[config.mk]
export PLATFORM = sky130hd
export DESIGN_NAME = nav_sentence_scheduler
export DESIGN_NICKNAME = d
export VERILOG_FILES = /design/src/logic/nav_sched_pkg.sv /design/src/logic/nav_sentence_scheduler.sv
export VERILOG_INCLUDE_DIRS = /design/src /design/src/logic
export SDC_FILE = /design/constraint.sdc
export NUM_CORES = 1
export LEC_CHECK = 0
export BUFFER_PORTS_ARGS = -buffer_cell sky130_fd_sc_hd__buf_2
export CORE_ASPECT_RATIO = 0.8
export CORE_MARGIN = 5
export CORE_UTILIZATION = 45
export CTS_BUF_LIST = sky130_fd_sc_hd__clkbuf_4 sky130_fd_sc_hd__clkbuf_8
export DETAILED_ROUTE_END_ITERATION = 8
export GPL_TIMING_DRIVEN = 1
export SLEW_MARGIN = 40
export SYNTH_ARGS = -nofsm -noshare
export SYNTH_HDL_FRONTEND = slang
export SYNTH_SLANG_ARGS = --single-unit
[constraint.sdc]
create_clock -name pclk -period 5.45 [get_ports pclk]
set_input_delay 1.09 -clock pclk [delete_from_list [all_inputs] [get_ports pclk]]
set_output_delay 1.09 -clock pclk [all_outputs]
set_load 0.01 [all_outputs]
[src/logic/nav_sched_cfg.svh]
`ifndef NAV_SCHED_CFG_SVH
`define NAV_SCHED_CFG_SVH
// Register byte offsets
`define OFS_FIX_IV 12'h000
`define OFS_MIN_IV 12'h004
`define OFS_GSV_IV 12'h008
`define OFS_ZDA_IV 12'h00c
`define OFS_POS_IV 12'h010
`define OFS_VEL_IV 12'h014
`define OFS_ACC_IV 12'h018
`define OFS_STATUS 12'h01c
`define OFS_CAL_BASE 12'h020
`define OFS_CAL_COMMIT 12'h038
`define OFS_BAUD 12'h03c
// Status fields
`define ST_FIX_BIT 0
`define ST_PEND_LSB 8
`define ST_LOCK_LSB 16
// Reset values
`define CAL_OFFSET_RST 32'h0000_0000
`define CAL_GAIN_RST 32'h3f80_0000
`define IV_RST 8'h00
// Timing
`define CLK_HZ 20000000
`define ACC_STEP_MS 50
`define BAUD_DEFAULT 115200
`define BAUD_DIV_RST ((`CLK_HZ + `BAUD_DEFAULT / 2) / `BAUD_DEFAULT)
`define TICKS_50MS ((`CLK_HZ / 1000) * `ACC_STEP_MS)
// Report contents
`define POS_LEN 115
`define ACC_VALUES 6
`define VEL_FIELDS 6
`define POS_FIELDS 17
`define MAX_GSV 6
`endif

[src/logic/nav_sched_pkg.sv]
package nav_sched_pkg;
  typedef enum logic [6:0] {
    KIND_FIX = 7'h01,
    KIND_MIN = 7'h02,
    KIND_GSV = 7'h04,
    KIND_ZDA = 7'h08,
    KIND_POS = 7'h10,
    KIND_VEL = 7'h20,
    KIND_ACC = 7'h40
  } report_kind_t;

  typedef struct packed {
    logic [6:0] kind;
    logic [7:0] lock_state;
    logic height_msl;
    logic [2:0] gsv_total;
    logic [6:0] length;
    logic [4:0] fields;
  } report_t;

  typedef struct packed {
    logic [2:0] sys;
    logic [7:0] id;
  } sat_ref_t;
endpackage

[src/logic/nav_sentence_scheduler.sv]
// The implementer's own choices: the register offsets and the APB slave port.
`timescale 1ns/1ps
`include "nav_sched_cfg.svh"
module nav_sentence_scheduler #(
  parameter int TICKS_50MS = `TICKS_50MS,
  parameter int MAX_GSV = `MAX_GSV
) (
  // Clock and reset
  input wire logic pclk,
  input wire logic presetn,
  // APB slave
  input wire logic psel,
  input wire logic penable,
  input wire logic pwrite,
  input wire logic [11:0] paddr,
  input wire logic [31:0] pwdata,
  output logic [31:0] prdata,
  output logic pready,
  output logic pslverr,
  // Receiver status
  input wire logic sec_tick,
  input wire logic first_fix,
  input wire logic [7:0] lock_state,
  input wire logic [2:0] gsv_count,
  input wire nav_sched_pkg::sat_ref_t sat_ref,
  // Report requests to the sentence formatter
  output logic rpt_valid,
  output nav_sched_pkg::report_t rpt,
  input wire logic rpt_ready,
  // Derived outputs
  output logic [8:0] satellite_number,
  output logic [15:0] baud_div,
  output logic [191:0] cal_active
);

  if (TICKS_50MS < 2) begin : g_chk_tick
    $error("TICKS_50MS must be at least 2");
  end
  if (MAX_GSV < 1 || MAX_GSV > 7) begin : g_chk_gsv
    $error("MAX_GSV must be 1..7");
  end

  localparam int NK = 7;
  localparam int ACC = 6;

  // ----------------------------------------
  // Functions
  // ----------------------------------------
  function automatic logic [6:0] lowest_one(input logic [6:0] v);
    lowest_one = v & (~v + 7'h01);
  endfunction

  // Unknown GLONASS slot stays zero rather than wrapping to 64
  function automatic logic [8:0] sat_num(input nav_sched_pkg::sat_ref_t s);
    logic [8:0] id;
    id = {1'b0, s.id};
    unique case (s.sys)
      3'h0: sat_num = id;
      3'h1: sat_num = (id >= 9'h098) ? id : id - 9'h057;
      3'h2: sat_num = id + 9'h12c;
      3'h3: sat_num = id + 9'h190;
      3'h4: sat_num = id + 9'h0ac;
      3'h5: sat_num = id + 9'h0c0;
      3'h6: sat_num = (id == 9'h000) ? 9'h000 : id + 9'h040;
      default: sat_num = 9'h000;
    endcase
  endfunction

  // ----------------------------------------
  // APB decode
  // ----------------------------------------
  logic [7:0] iv_reg [NK];
  logic [31:0] cal_shadow_reg [6];
  logic [31:0] cal_reg [6];
  logic [15:0] baud_reg;
  logic [6:0] pend_reg;
  logic [31:0] prdata_next;
  logic err_next;

  wire setup = psel && !penable;
  wire wr_setup = setup && pwrite;
  wire [9:0] widx = paddr[11:2];
  wire is_iv = (widx < 10'd7);
  wire is_cal = (widx >= 10'd8) && (widx < 10'd14);
  wire [2:0] cal_idx = 3'(widx - 10'd8);
  wire is_status = (paddr == `OFS_STATUS);
  wire is_commit = (paddr == `OFS_CAL_COMMIT);
  wire is_baud = (paddr == `OFS_BAUD);
  wire mapped = (paddr[1:0] == 2'b00) &&
                (is_iv || is_cal || is_status || is_commit || is_baud);
  // six factors staged, applied together on commit
  wire cal_apply = wr_setup && mapped && is_commit;

  always_comb begin
    prdata_next = 32'h0000_0000;
    if (is_iv) begin
      prdata_next = {24'h000000, iv_reg[3'(widx)]};
    end else if (is_cal) begin
      prdata_next = cal_reg[cal_idx];
    end else if (is_status) begin
      prdata_next[`ST_FIX_BIT] = first_fix;
      prdata_next[`ST_PEND_LSB +: 7] = pend_reg;
      prdata_next[`ST_LOCK_LSB +: 8] = lock_state;
    end else if (is_baud) begin
      prdata_next = {16'h0000, baud_reg};
    end
    if (!mapped) begin
      prdata_next = 32'h0000_0000;
    end
  end
  // Misaligned or unmapped: error flag, zero data, write dropped
  assign err_next = setup && !mapped;

  // Zero-wait answer: ready in the access cycle after every setup
  always_ff @(posedge pclk or negedge presetn) begin
    if (!presetn) begin
      pready <= 1'b0;
      pslverr <= 1'b0;
      prdata <= 32'h0000_0000;
    end else begin
      pready <= setup;
      pslverr <= err_next;
      if (setup && !pwrite) begin
        prdata <= prdata_next;
      end
    end
  end

  // ----------------------------------------
  // Configuration registers
  // ----------------------------------------
  // Writes commit in the setup cycle; the access cycle always completes.
  always_ff @(posedge pclk or negedge presetn) begin
    if (!presetn) begin
      for (int i = 0; i < NK; i++) begin
        iv_reg[i] <= `IV_RST;
      end
      for (int i = 0; i < 6; i++) begin
        cal_shadow_reg[i] <= (i < 3) ? `CAL_OFFSET_RST : `CAL_GAIN_RST;
        cal_reg[i] <= (i < 3) ? `CAL_OFFSET_RST : `CAL_GAIN_RST;
      end
      baud_reg <= 16'(`BAUD_DIV_RST);
    end else if (wr_setup && mapped) begin
      if (is_iv) begin
        iv_reg[3'(widx)] <= pwdata[7:0];
      end
      if (is_cal) begin
        cal_shadow_reg[cal_idx] <= pwdata;
      end
      if (is_baud) begin
        baud_reg <= pwdata[15:0];
      end
      if (is_commit) begin
        for (int i = 0; i < 6; i++) begin
          cal_reg[i] <= cal_shadow_reg[i];
        end
      end
    end
  end

  // ----------------------------------------
  // Tick generation
  // ----------------------------------------
  // Counts in clocks, so TICKS_50MS must track the real pclk
  logic [$clog2(TICKS_50MS)-1:0] step_cnt_reg;
  logic step_tick;
  wire step_wrap = (step_cnt_reg == ($clog2(TICKS_50MS))'(TICKS_50MS - 1));

  always_ff @(posedge pclk or negedge presetn) begin
    if (!presetn) begin
      step_cnt_reg <= '0;
      step_tick <= 1'b0;
    end else begin
      step_cnt_reg <= step_wrap ? '0 : step_cnt_reg + 1'b1;
      step_tick <= step_wrap;
    end
  end

  // ----------------------------------------
  // Per-report interval counters
  // ----------------------------------------
  logic [7:0] cnt_reg [NK];
  logic [6:0] fire;
  logic [6:0] grant;
  logic [6:0] pend_next;
  // Counters run while gated, so reports keep their phase after fix
  wire [6:0] gated = {2'b11, {5{first_fix}}};

  for (genvar k = 0; k < NK; k++) begin : g_iv
    // seconds from the common tick; accel from 50 ms steps
    // A new nonzero interval takes hold only at the next reload; zero disables at once
    wire tick = (k == ACC) ? step_tick : sec_tick;
    wire en = (iv_reg[k] != 8'h00);
    wire due = (cnt_reg[k] <= 8'h01);
    assign fire[k] = tick && en && due && gated[k];
    always_ff @(posedge pclk or negedge presetn) begin
      if (!presetn) begin
        cnt_reg[k] <= 8'h00;
      end else if (!en) begin
        cnt_reg[k] <= 8'h00;
      end else if (tick) begin
        cnt_reg[k] <= due ? iv_reg[k] : cnt_reg[k] - 8'h01;
      end
    end
  end

  // ----------------------------------------
  // Arbitration and report output
  // ----------------------------------------
  // Fixed priority: a busy velocity stream can delay accel by cycles
  wire slot_free = !rpt_valid || rpt_ready;
  assign grant = slot_free ? lowest_one(pend_reg) : 7'h00;
  // New firing wins over the grant of the same kind
  assign pend_next = fire | (pend_reg & ~grant);

  wire [2:0] gsv_lim = 3'(MAX_GSV);
  // up to six sentences in one second
  wire [2:0] gsv_tot = (gsv_count == 3'h0) ? 3'h1 :
                       (gsv_count > gsv_lim) ? gsv_lim : gsv_count;

  nav_sched_pkg::report_t rpt_next;
  always_comb begin
    rpt_next = '0;
    rpt_next.kind = grant;
    // lock state replaces the validity flag
    rpt_next.lock_state = grant[0] ? lock_state : 8'h00;
    rpt_next.height_msl = grant[0] | grant[4];
    rpt_next.gsv_total = grant[2] ? gsv_tot : 3'h0;
    rpt_next.length = grant[4] ? 7'(`POS_LEN) : 7'h00;
    if (grant[4]) begin
      rpt_next.fields = 5'(`POS_FIELDS);
    end else if (grant[5]) begin
      rpt_next.fields = 5'(`VEL_FIELDS);
    end else if (grant[6]) begin
      rpt_next.fields = 5'(`ACC_VALUES);
    end
  end

  // nothing here stalls the command path
  always_ff @(posedge pclk or negedge presetn) begin
    if (!presetn) begin
      pend_reg <= 7'h00;
      rpt_valid <= 1'b0;
      rpt <= '0;
      satellite_number <= 9'h000;
    end else begin
      pend_reg <= pend_next;
      if (grant != 7'h00) begin
        rpt_valid <= 1'b1;
        rpt <= rpt_next;
      end else if (rpt_ready) begin
        rpt_valid <= 1'b0;
      end
      satellite_number <= sat_num(sat_ref);
    end
  end

  assign baud_div = baud_reg;
  for (genvar i = 0; i < 6; i++) begin : g_cal
    assign cal_active[i*32 +: 32] = cal_reg[i];
  end
endmodule

Yosys cells after proc, flatten, opt, wreduce, memory -nomap -nowiden
Index checks and enable logic that the tools add are counted.
- bits in registers: 615
- input bits: 74
- logic and storage cells: 209
- add/subtract/negate cells: 16
- magnitude comparators: 16
- eq/ne operators: 17
- muxes and demuxes: 57
- bitwise logic cells: 8
- reduce and logical (&&, ||, !) cells: 54
- operators by type and width (cell ; count):
    $mux W8 ; 26
    $bwmux W192 ; 1
    $mux W32 ; 6
    $bmux W32 S3 ; 1
    $demux W32 S3 ; 1
    $pmux W9 S7 ; 1
    $bwmux W56 ; 1
    $le A8 B1 Y1 const B ; 7
    $reduce_bool A8 Y1 ; 7
    $sub A8 B1 Y8 const B ; 7
    $logic_and A1 B1 Y1 ; 28
    $mux W7 ; 4
    $bmux W8 S3 ; 1
    $demux W8 S3 ; 1
    $eq A12 B6 Y1 const B ; 2
    $add A20 B1 Y20 const B ; 1
    $eq A20 B20 Y1 const B ; 1
    $mux W20 ; 1
    $add A8 B8 Y9 const B ; 2
    $add A8 B9 Y9 const B ; 2
    $mux W9 ; 2
    $mux W16 ; 1
    $mux W3 ; 5
    $and A7 B7 Y7 ; 2
    30 further kinds ; 57

Longest topological paths before layout
Gate-level depths: netlist of run 1.
- depth after elaboration: 9
- gate-level depth with buffers: 9

Least setup slack after synthesis of run 1
No wires, ideal clock.
- kind: in2reg
- start point: input port paddr[11]
- end point: register cal_shadow_reg[100] (netlist bit)
- setup time: 125 ps
- data arrival time: 3151 ps
- required time: 5325 ps
- setup slack: 2174 ps
- cell stages on the path: 7
- path through: or4_4 -> or2_1 -> buf_6 -> or3_4 -> nor3_4 -> buf_6 -> mux2_2
- word-level cells in the longest chain between the ends: 9
- elaborated cells between the ends (all ways): 14
- classes of those cells: order compare (3); eq/ne (3); reduce/logical (8)
- RTL lines (item ; RTL line ; source):
    from (decl) ; nav_sentence_scheduler.sv:15 ; input wire logic [11:0] paddr,
    $ge A10 B4 Y1 or $lt A10 B4 Y1 (tied branches) ; nav_sentence_scheduler.sv:84 ; wire is_cal = (widx >= 10'd8) && (widx < 10'd14);
    $logic_and A1 B1 Y1 ; nav_sentence_scheduler.sv:84 ;
    $logic_or A1 B1 Y1 (4 in series) ; nav_sentence_scheduler.sv:90 ; (is_iv || is_cal || is_status || is_commit || is_baud);
    $logic_and A1 B1 Y1 ; nav_sentence_scheduler.sv:89 ; wire mapped = (paddr[1:0] == 2'b00) &&
    $logic_and A1 B1 Y1 ; nav_sentence_scheduler.sv:143 ; end else if (wr_setup && mapped) begin
    $reduce_and A2 Y1 (no source line) * ; n/a ;
    to (signal, indexed assignment) ; nav_sentence_scheduler.sv:139 ; cal_shadow_reg[i] <= (i < 3) ? `CAL_OFFSET_RST : `CAL_GAIN_RST;
    to (signal, indexed assignment) ; nav_sentence_scheduler.sv:148 ; cal_shadow_reg[cal_idx] <= pwdata;
    to (decl) ; nav_sentence_scheduler.sv:73 ; logic [31:0] cal_shadow_reg [6];
Every way passes the cells marked *; elsewhere a longest branch is shown, timed or not.
A chain may end at the register's enable or synchronous reset.

Final worst setup path of run 1
- start point: input port paddr[11]
- end point: register cal_reg, in the netlist cal_active[40]
- word-level cells in the longest chain between the ends: 9
- elaborated cells between the ends (all ways): 14
- classes of those cells: order compare (3); eq/ne (3); reduce/logical (8)
- RTL lines (item ; RTL line ; source):
    $ge A10 B4 Y1 or $lt A10 B4 Y1 (tied branches) ; nav_sentence_scheduler.sv:84 ;
    $logic_and A1 B1 Y1 ; nav_sentence_scheduler.sv:84 ;
    $logic_or A1 B1 Y1 (4 in series) ; nav_sentence_scheduler.sv:90 ;
    $logic_and A1 B1 Y1 ; nav_sentence_scheduler.sv:89 ;
    $logic_and A1 B1 Y1 ; nav_sentence_scheduler.sv:143 ;
    $reduce_and A2 Y1 (no source line) * ; n/a ;
    to (signal, indexed assignment) ; nav_sentence_scheduler.sv:140 ; cal_reg[i] <= (i < 3) ? `CAL_OFFSET_RST : `CAL_GAIN_RST;
    to (signal, indexed assignment) ; nav_sentence_scheduler.sv:155 ; cal_reg[i] <= cal_shadow_reg[i];
    to (decl) ; nav_sentence_scheduler.sv:74 ; logic [31:0] cal_reg [6];
Marks and branches as above.

==> impl_metrics.csv, run 1 <==
group,metric,value,unit
outcome,status,"complete, no violations",
logic_synthesis,ys_seq_area_frac,0.5480,
power_and_ir_drop,power_per_cell_area,298.2,nW/um^2
sta,worst_pin_slew,818.4,ps
worst_setup_path,worst-path-max-fanout,69,
clock_network,cts_tree,"yes",
logic_synthesis,ys.flop_type,"dfrtp_1",
logic_synthesis,synthMuxAreaShare,0.2417,
routing,drc,0,
cells_and_area,layout_commonest_cell,"dfrtp_1",
die,core_area,61010,um^2
clock_network,cts_hold_buf,0,
cells_and_area,syn_to_final_growth,17.29,%
logic_synthesis,synth_top_cell_by_area,"dfrtp_1",
hold_path,holdCritPathClass,"input pin to asynchronous set/reset pin",
routing,drt-met1-wl,35870,um
worst_setup_path,critical_path_required,6010,ps
logic_synthesis,ys_types,80,
die,rows,81,
cells_and_area,seq_area,15170,um^2
logic_synthesis,synth-simple-area-share,0.08351,
routing,met2WireLength,36710,um
clock_network,clkTransAtPathRegs,60,ps
routing,vias,19485,
routing,postRouteAntennaNets,0,
routing,drtPass1Iterations,5,
sta,fmax,0.2969,GHz
routing,met3_length,5712,um
worst_setup_path,path_class,"input pin to register",
die,die_w,287.3,um
placed_design,gp_congestion,0.8811,
worst_setup_path,start_kind,"input pin",
logic_synthesis,ys.warnings.count,0,
die,initial_core_util,0.4538,
logic_synthesis,synthXorXnorAreaFrac,0.006643,
clock_network,cts_htree_levels,3,
logic_synthesis,synth_compound_area_frac,0.07483,
die,io_pins,357,
worst_setup_path,critPathCaptureType,"register",
cells_and_area,layout-drive-gt1-share,0.4433,
sta,rsz0062_at_grt,"no",
sta,fin_crit,3368,ps
grt,grt_max_degree,132,
logic_synthesis,synth_top_area_frac,0.5034,
sta,post-route-period-util,0.6179,
cells_and_area,n_fill_cell,5327,
clock_network,root_buffer,"clkbuf_8",
sta,finalSetupTns,0,ps
routing,dr.max_layer_used,"met5",
logic_synthesis,synth_area_leaders,"dfrtp_1 (50%), mux2_2 (19%), dfstp_2 (4.5%)",
clock_network,insertion_delay,700,ps
logic_synthesis,synth-seq-cells,604,
logic_synthesis,avgSynthCellArea,12.81,um^2
logic_synthesis,synth_edf_count,0,
placed_design,dp_cells,3254,
clock_network,cts_setup_buffers,0,
grt,antenna_found_initial,5,
logic_synthesis,yosys.area_share.adder,0.01392,
grt,first_global_vias,20076,
clock_network,cts_buffer_depth,3,
sta,relSlewSlack,0.4467,
logic_synthesis,synth_top_family_by_area,"multiplexers",
cells_and_area,stdcell_count,3434,
die,dieArea,66620,um^2
logic_synthesis,syn_area,27690,um^2
placed_design,hpwlAfterDp,54170,um
clock_network,cts_buffers,98,
clock_network,ctsResizeCount,0,
cells_and_area,num-nets-final,2631,
sta,finalSetupViolCount,0,
clock_network,clock-sinks,604,
sta,maxSlewViolCount,0,
grt,grt-ovfl-total,0,
logic_synthesis,async_flop_share,1.000,
die,fp.dieH,231.9,um
routing,routed_via_density,5.674,
job,drv_cap,0,
placed_design,io_buffers,353,
power_and_ir_drop,peakVddDrop,0.1855,mV
logic_synthesis,synth_cells,2161,
sta,hold_viol,0,
worst_setup_path,worstPathArrival,3930,ps
grt,grt_pass1_wl,123800,um
cells_and_area,mostFrequentLayoutCells,"dfrtp_1 (557), mux2_2 (469), buf_2 (351)",
routing,totalWireLength,80290,um
routing,drtIter0Drc,1538,
sta,finalClockSkew,32.91,ps
cells_and_area,multi_input_area,11750,um^2
routing,wl_per_cell,23.38,um
grt,track_usage,0.2391,
power_and_ir_drop,p_leak,0.01629,uW
-- critical path, cell delays in order --
cell	delay (ps)
buf_2	90
or4_4	580
or2_1	370
nor2_1	210
and3_4	660
buf_12	420
mux2_2	390
-- where the power goes --
part	switching [uW]	internal [uW]	total (uW)
registers	95.3	4590	4680
clock network	1850	2450	4300
logic	455	248	703
-- area by class of cell --
cell class | instances | area share
Sequential cell | 604 | 0.4672
Antenna cell | 1 | 0.00007705
Clock buffer | 161 | 0.06110
Multi-Input combinational cell | 1382 | 0.3619
Timing Repair Buffer | 388 | 0.06577
Clock inverter | 15 | 0.005818
Inverter | 53 | 0.006126
Tap cell | 830 | 0.03198
-- final timing paths --
check	slack [ps]	depth (start not counted)	endpoint	start
min in group pclk	480	2	prdata[30]	prdata[30]
min	400	1	step_cnt_reg[11]	presetn
max reg2reg	2910	5	pend_reg[6]	pend_reg[2]
max	2080	7	cal_active[40]	paddr[11]
max in group asynchronous	3770	2	cal_active[41]	presetn
min reg2reg	480	2	prdata[30]	prdata[30]
-- through the flow --
step	hold slack, ps	util	power (uW)	worst slack, ps	instance area [um^2]
6_report	397.9	0.5323	9686	2082	32480
5_1_grt	445.4	0.5323	10090	2045	32470
4_1_cts	404.1	0.5317	9795	2145	32440
3_5_place_dp	464.8	0.4961	5465	1375	30270
3_3_place_gp	459.2	0.4952	5450	1494	30220
2_1_floorplan	442.3	-	5142	2174	27700
-- Yosys cell counts, types with 12 or more instances --
library cell / n
nand2_1: 112
nor3_1: 21
nor4_1: 17
o211ai_1: 31
nand3b_1: 12
inv_1: 51
xnor2_1: 15
nor2_1: 139
or4_1: 23
and3_1: 17
mux4_2: 40
a21oi_1: 85
a22oi_1: 22
nand3_1: 26
buf_4: 22
nor2b_1: 16
ha_1: 30
buf_6: 12
mux2_2: 469
dfstp_2: 47
mux2i_1: 51
o21ai_0: 63
buf_2: 22
a211oi_1: 17
clkbuf_1: 56
a22o_1: 15
dfrtp_1: 557
-- cell families (layout without fill, tap and decap cells) --
group           Yosys count  in the layout
mux                     560            560
xor+xnor                 21             21
buf+inv                 177            617
compound gates          315            315
fa+ha+maj                31             31
other cells               1              4
flops                   604            604
simple gates            452            452
-- layer usage --
layer / vias up / GRT usage
met1: 10127 / 0.3346
li1: 8625 / -
met3: 125 / 0.06398
met2: 604 / 0.3707
met4: 4 / 0.06827
met5: - / 0
No activity file was read; power rests on OpenSTA's default activity.
==> inputs of run 2 (changes only) <==
--- a/config.mk
+++ b/config.mk
@@ -6,6 +6,7 @@
 export SDC_FILE = /design/constraint.sdc
 export NUM_CORES = 1
 export LEC_CHECK = 0
+export ABC_AREA = 1
 export BUFFER_PORTS_ARGS = -buffer_cell sky130_fd_sc_hd__buf_2
 export CORE_ASPECT_RATIO = 0.8
 export CORE_MARGIN = 5
==> constraint.sdc (replaced) <==
create_clock -name pclk -period 3.1 [get_ports pclk]
set_input_delay 0.62 -clock pclk [delete_from_list [all_inputs] [get_ports pclk]]
set_output_delay 0.62 -clock pclk [all_outputs]
set_load 0.01 [all_outputs]
==> impl_metrics.csv, run 2 <==
group,metric,value,unit
logic_synthesis,synth_commonest_cells,"nand2_1 (1372), dfrtp_1 (557), nand3_1 (399)",
clock_network,cts_setup_buffers,0,
power_and_ir_drop,power_per_cell_area,505.2,nW/um^2
power_and_ir_drop,p_seq_frac,0.472,
grt,track_usage,0.2908,
die,rows,82,
logic_synthesis,avgSynthCellArea,8.038,um^2
sta,rsz0062_at_grt,"no",
logic_synthesis,synth_cells,3527,
power_and_ir_drop,switching_share,0.2566,
worst_setup_path,r2r_slack,890,ps
sta,finalSetupViolCount,0,
power_and_ir_drop,combPwrFrac,0.071,
power_and_ir_drop,clockPowerShare,0.457,
cells_and_area,mostFrequentLayoutCells,"nand2_1 (1371), dfrtp_1 (557), nand3_1 (399)",
grt,grt_pass1_wl,152300,um
power_and_ir_drop,p_int,12640,uW
worst_setup_path,cp-endpoint,"cnt_reg[13]",
worst_setup_path,ff2ff_path_depth,7,
logic_synthesis,synth_top_cell_by_area,"dfrtp_1",
routing,routed_via_density,5.413,
sta,fin_crit,2214,ps
power_and_ir_drop,p_leak,0.01827,uW
clock_network,cts_tree,"yes",
clock_network,cts_htree_levels,3,
outcome,status,"complete, no violations",
clock_network,clkTransAtPathRegs,60,ps
sta,finalSetupTns,0,ps
cells_and_area,n_fill_cell,5978,
logic_synthesis,yosysMostFrequentCell,"nand2_1",
placed_design,hpwlAfterDp,72220,um
sta,finalClockSkew,33.22,ps
logic_synthesis,ys.warnings.count,0,
logic_synthesis,synth_area_leaders,"dfrtp_1 (49%), nand2_1 (18%), nand3_1 (7.0%)",
sta,hold_viol,0,
clock_network,ctsResizeCount,0,
sta,relSlewSlack,0.5200,
cells_and_area,layout_commonest_cell,"nand2_1",
routing,totalWireLength,102300,um
grt,antenna_found_initial,3,
routing,vias,26064,
cells_and_area,syn_to_final_growth,18.68,%
logic_synthesis,synth_edf_count,0,
cells_and_area,num-nets-final,3992,
clock_network,cts_buffer_depth,3,
worst_setup_path,critPathCaptureType,"register",
worst_setup_path,r2r-start,"cnt_reg[8]",
worst_setup_path,crit_start,"cnt_reg[8]",
clock_network,clock-sinks,604,
logic_synthesis,synth-seq-cells,604,
grt,grt_max_degree,92,
power_and_ir_drop,switchingPower,4361,uW
cells_and_area,layout-drive-gt1-share,0.1796,
die,die_w,290.6,um
logic_synthesis,ys_types,49,
logic_synthesis,async_flop_share,1.000,
die,io_pins,357,
routing,wl_per_cell,21.25,um
sta,fmax,0.4516,GHz
die,dieArea,68150,um^2
clock_network,cts_hold_buf,1,
logic_synthesis,syn_area,28350,um^2
clock_network,cts_buffers,101,
worst_setup_path,critical_path_required,3670,ps
sta,post-route-period-util,0.7142,
die,initial_core_util,0.4537,
routing,drtIter0Drc,3315,
routing,drtPass1Iterations,6,
worst_setup_path,worstPathArrival,2790,ps
sta,worst_pin_slew,718.0,ps
clock_network,root_buffer,"clkbuf_8",
worst_setup_path,start_kind,"register",
power_and_ir_drop,peakVddDrop,0.2840,mV
grt,grt-ovfl-total,0,
worst_setup_path,worst-path-max-fanout,9,
die,core_area,62480,um^2
job,drv_cap,0,
logic_synthesis,synth_top_area_frac,0.4916,
die,fp.dieH,234.5,um
routing,postRouteAntennaNets,0,
logic_synthesis,ys.flop_type,"dfrtp_1",
hold_path,holdCritPathClass,"input pin to register",
placed_design,io_buffers,353,
placed_design,gp_congestion,0.9393,
logic_synthesis,ys_seq_area_frac,0.5352,
clock_network,insertion_delay,720,ps
sta,maxSlewViolCount,0,
worst_setup_path,path_class,"register to register",
routing,drc,0,
worst_setup_path,r2r-end,"cnt_reg[13]",
sta,hold_ws,155.7,ps
grt,first_global_vias,23871,
[run 2: power groups by stage]
stage	clock network [uW]	registers, uW	logic [uW]
2_1_floorplan	0	8190	487
3_3_place_gp	0	8150	1200
3_5_place_dp	0	8160	1200
4_1_cts	7880	8020	1200
5_1_grt	8230	8020	1310
6_report	7770	8020	1210
[run 2: per-stage QoR]
stage	setup slack, ps	instance area (um^2)	power [uW]	instances	util
final	885.9	33650	17000	4815	0.5385
after global routing	654.6	33640	17560	4812	0.5384
after global placement	275.9	31380	9354	4624	0.5022
after CTS	853.6	33630	17100	4811	0.5383
after floorplan	899.3	28360	8680	3529	-
after detailed placement	256.1	31380	9354	4624	0.5022
[run 2: cells by family (layout without fill, tap and decap cells)]
family / count (synthesis) / in the layout / synth area share
other: 1 / 7 / 0.0001323
and+or+nand+nor: 2017 / 2017 / 0.2933
buffers and inverters: 447 / 889 / 0.06602
DFF: 604 / 604 / 0.5352
xor gates and xnor gates: 21 / 21 / 0.006488
adders and majority gates: 30 / 30 / 0.01324
AOI/OAI and AO/OA: 407 / 407 / 0.08566
[run 2: critical path, stage by stage, from the launching register on]
cell and delay [ps]:
dfrtp_1 380, inv_1 130, ha_1 210, nor2_1 70, nor3_2 470, clkinv_1 420
o211ai_1 260, o21ai_0 140
[run 2: how the worst min path moves through the flow]
| stage | cells past startpoint | slack (ps) | to | startpoint |
|---|---|---|---|---|
| 2_1_floorplan | 0 | 320 | baud_div[0] | presetn |
| 3_3_place_gp | 2 | 450 | rpt[30] | rpt[30] |
| 3_5_place_dp | 2 | 460 | cal_active[124] | cal_shadow_reg[92] |
| 4_1_cts | 2 | 100 | satellite_number[0] | sat_ref[0] |
| 5_1_grt | 2 | 130 | satellite_number[0] | sat_ref[0] |
| 6_report | 2 | 160 | satellite_number[0] | sat_ref[0] |
[run 2: routing by layer]
metal	vias up	part of all wire	GRT usage
met1	12474	0.45	0.4429
met4	2	0.032	0.09449
li1	12178	-	-
met2	1250	0.40	0.3991
met5	-	0.00014	0
met3	160	0.11	0.08272
[run 2: area by class of cell]
cell class                      instances  area [um^2]  area share
Sequential cell                       604        15170      0.4510
Antenna cell                            4        10.01   0.0002975
Multi-Input combinational cell       2478        11360      0.3377
Timing Repair Buffer                  445         2833     0.08419
Clock buffer                          170         2133     0.06340
Inverter                              258        968.4     0.02878
Tap cell                              840         1051     0.03124
Clock inverter                         16        115.1    0.003421
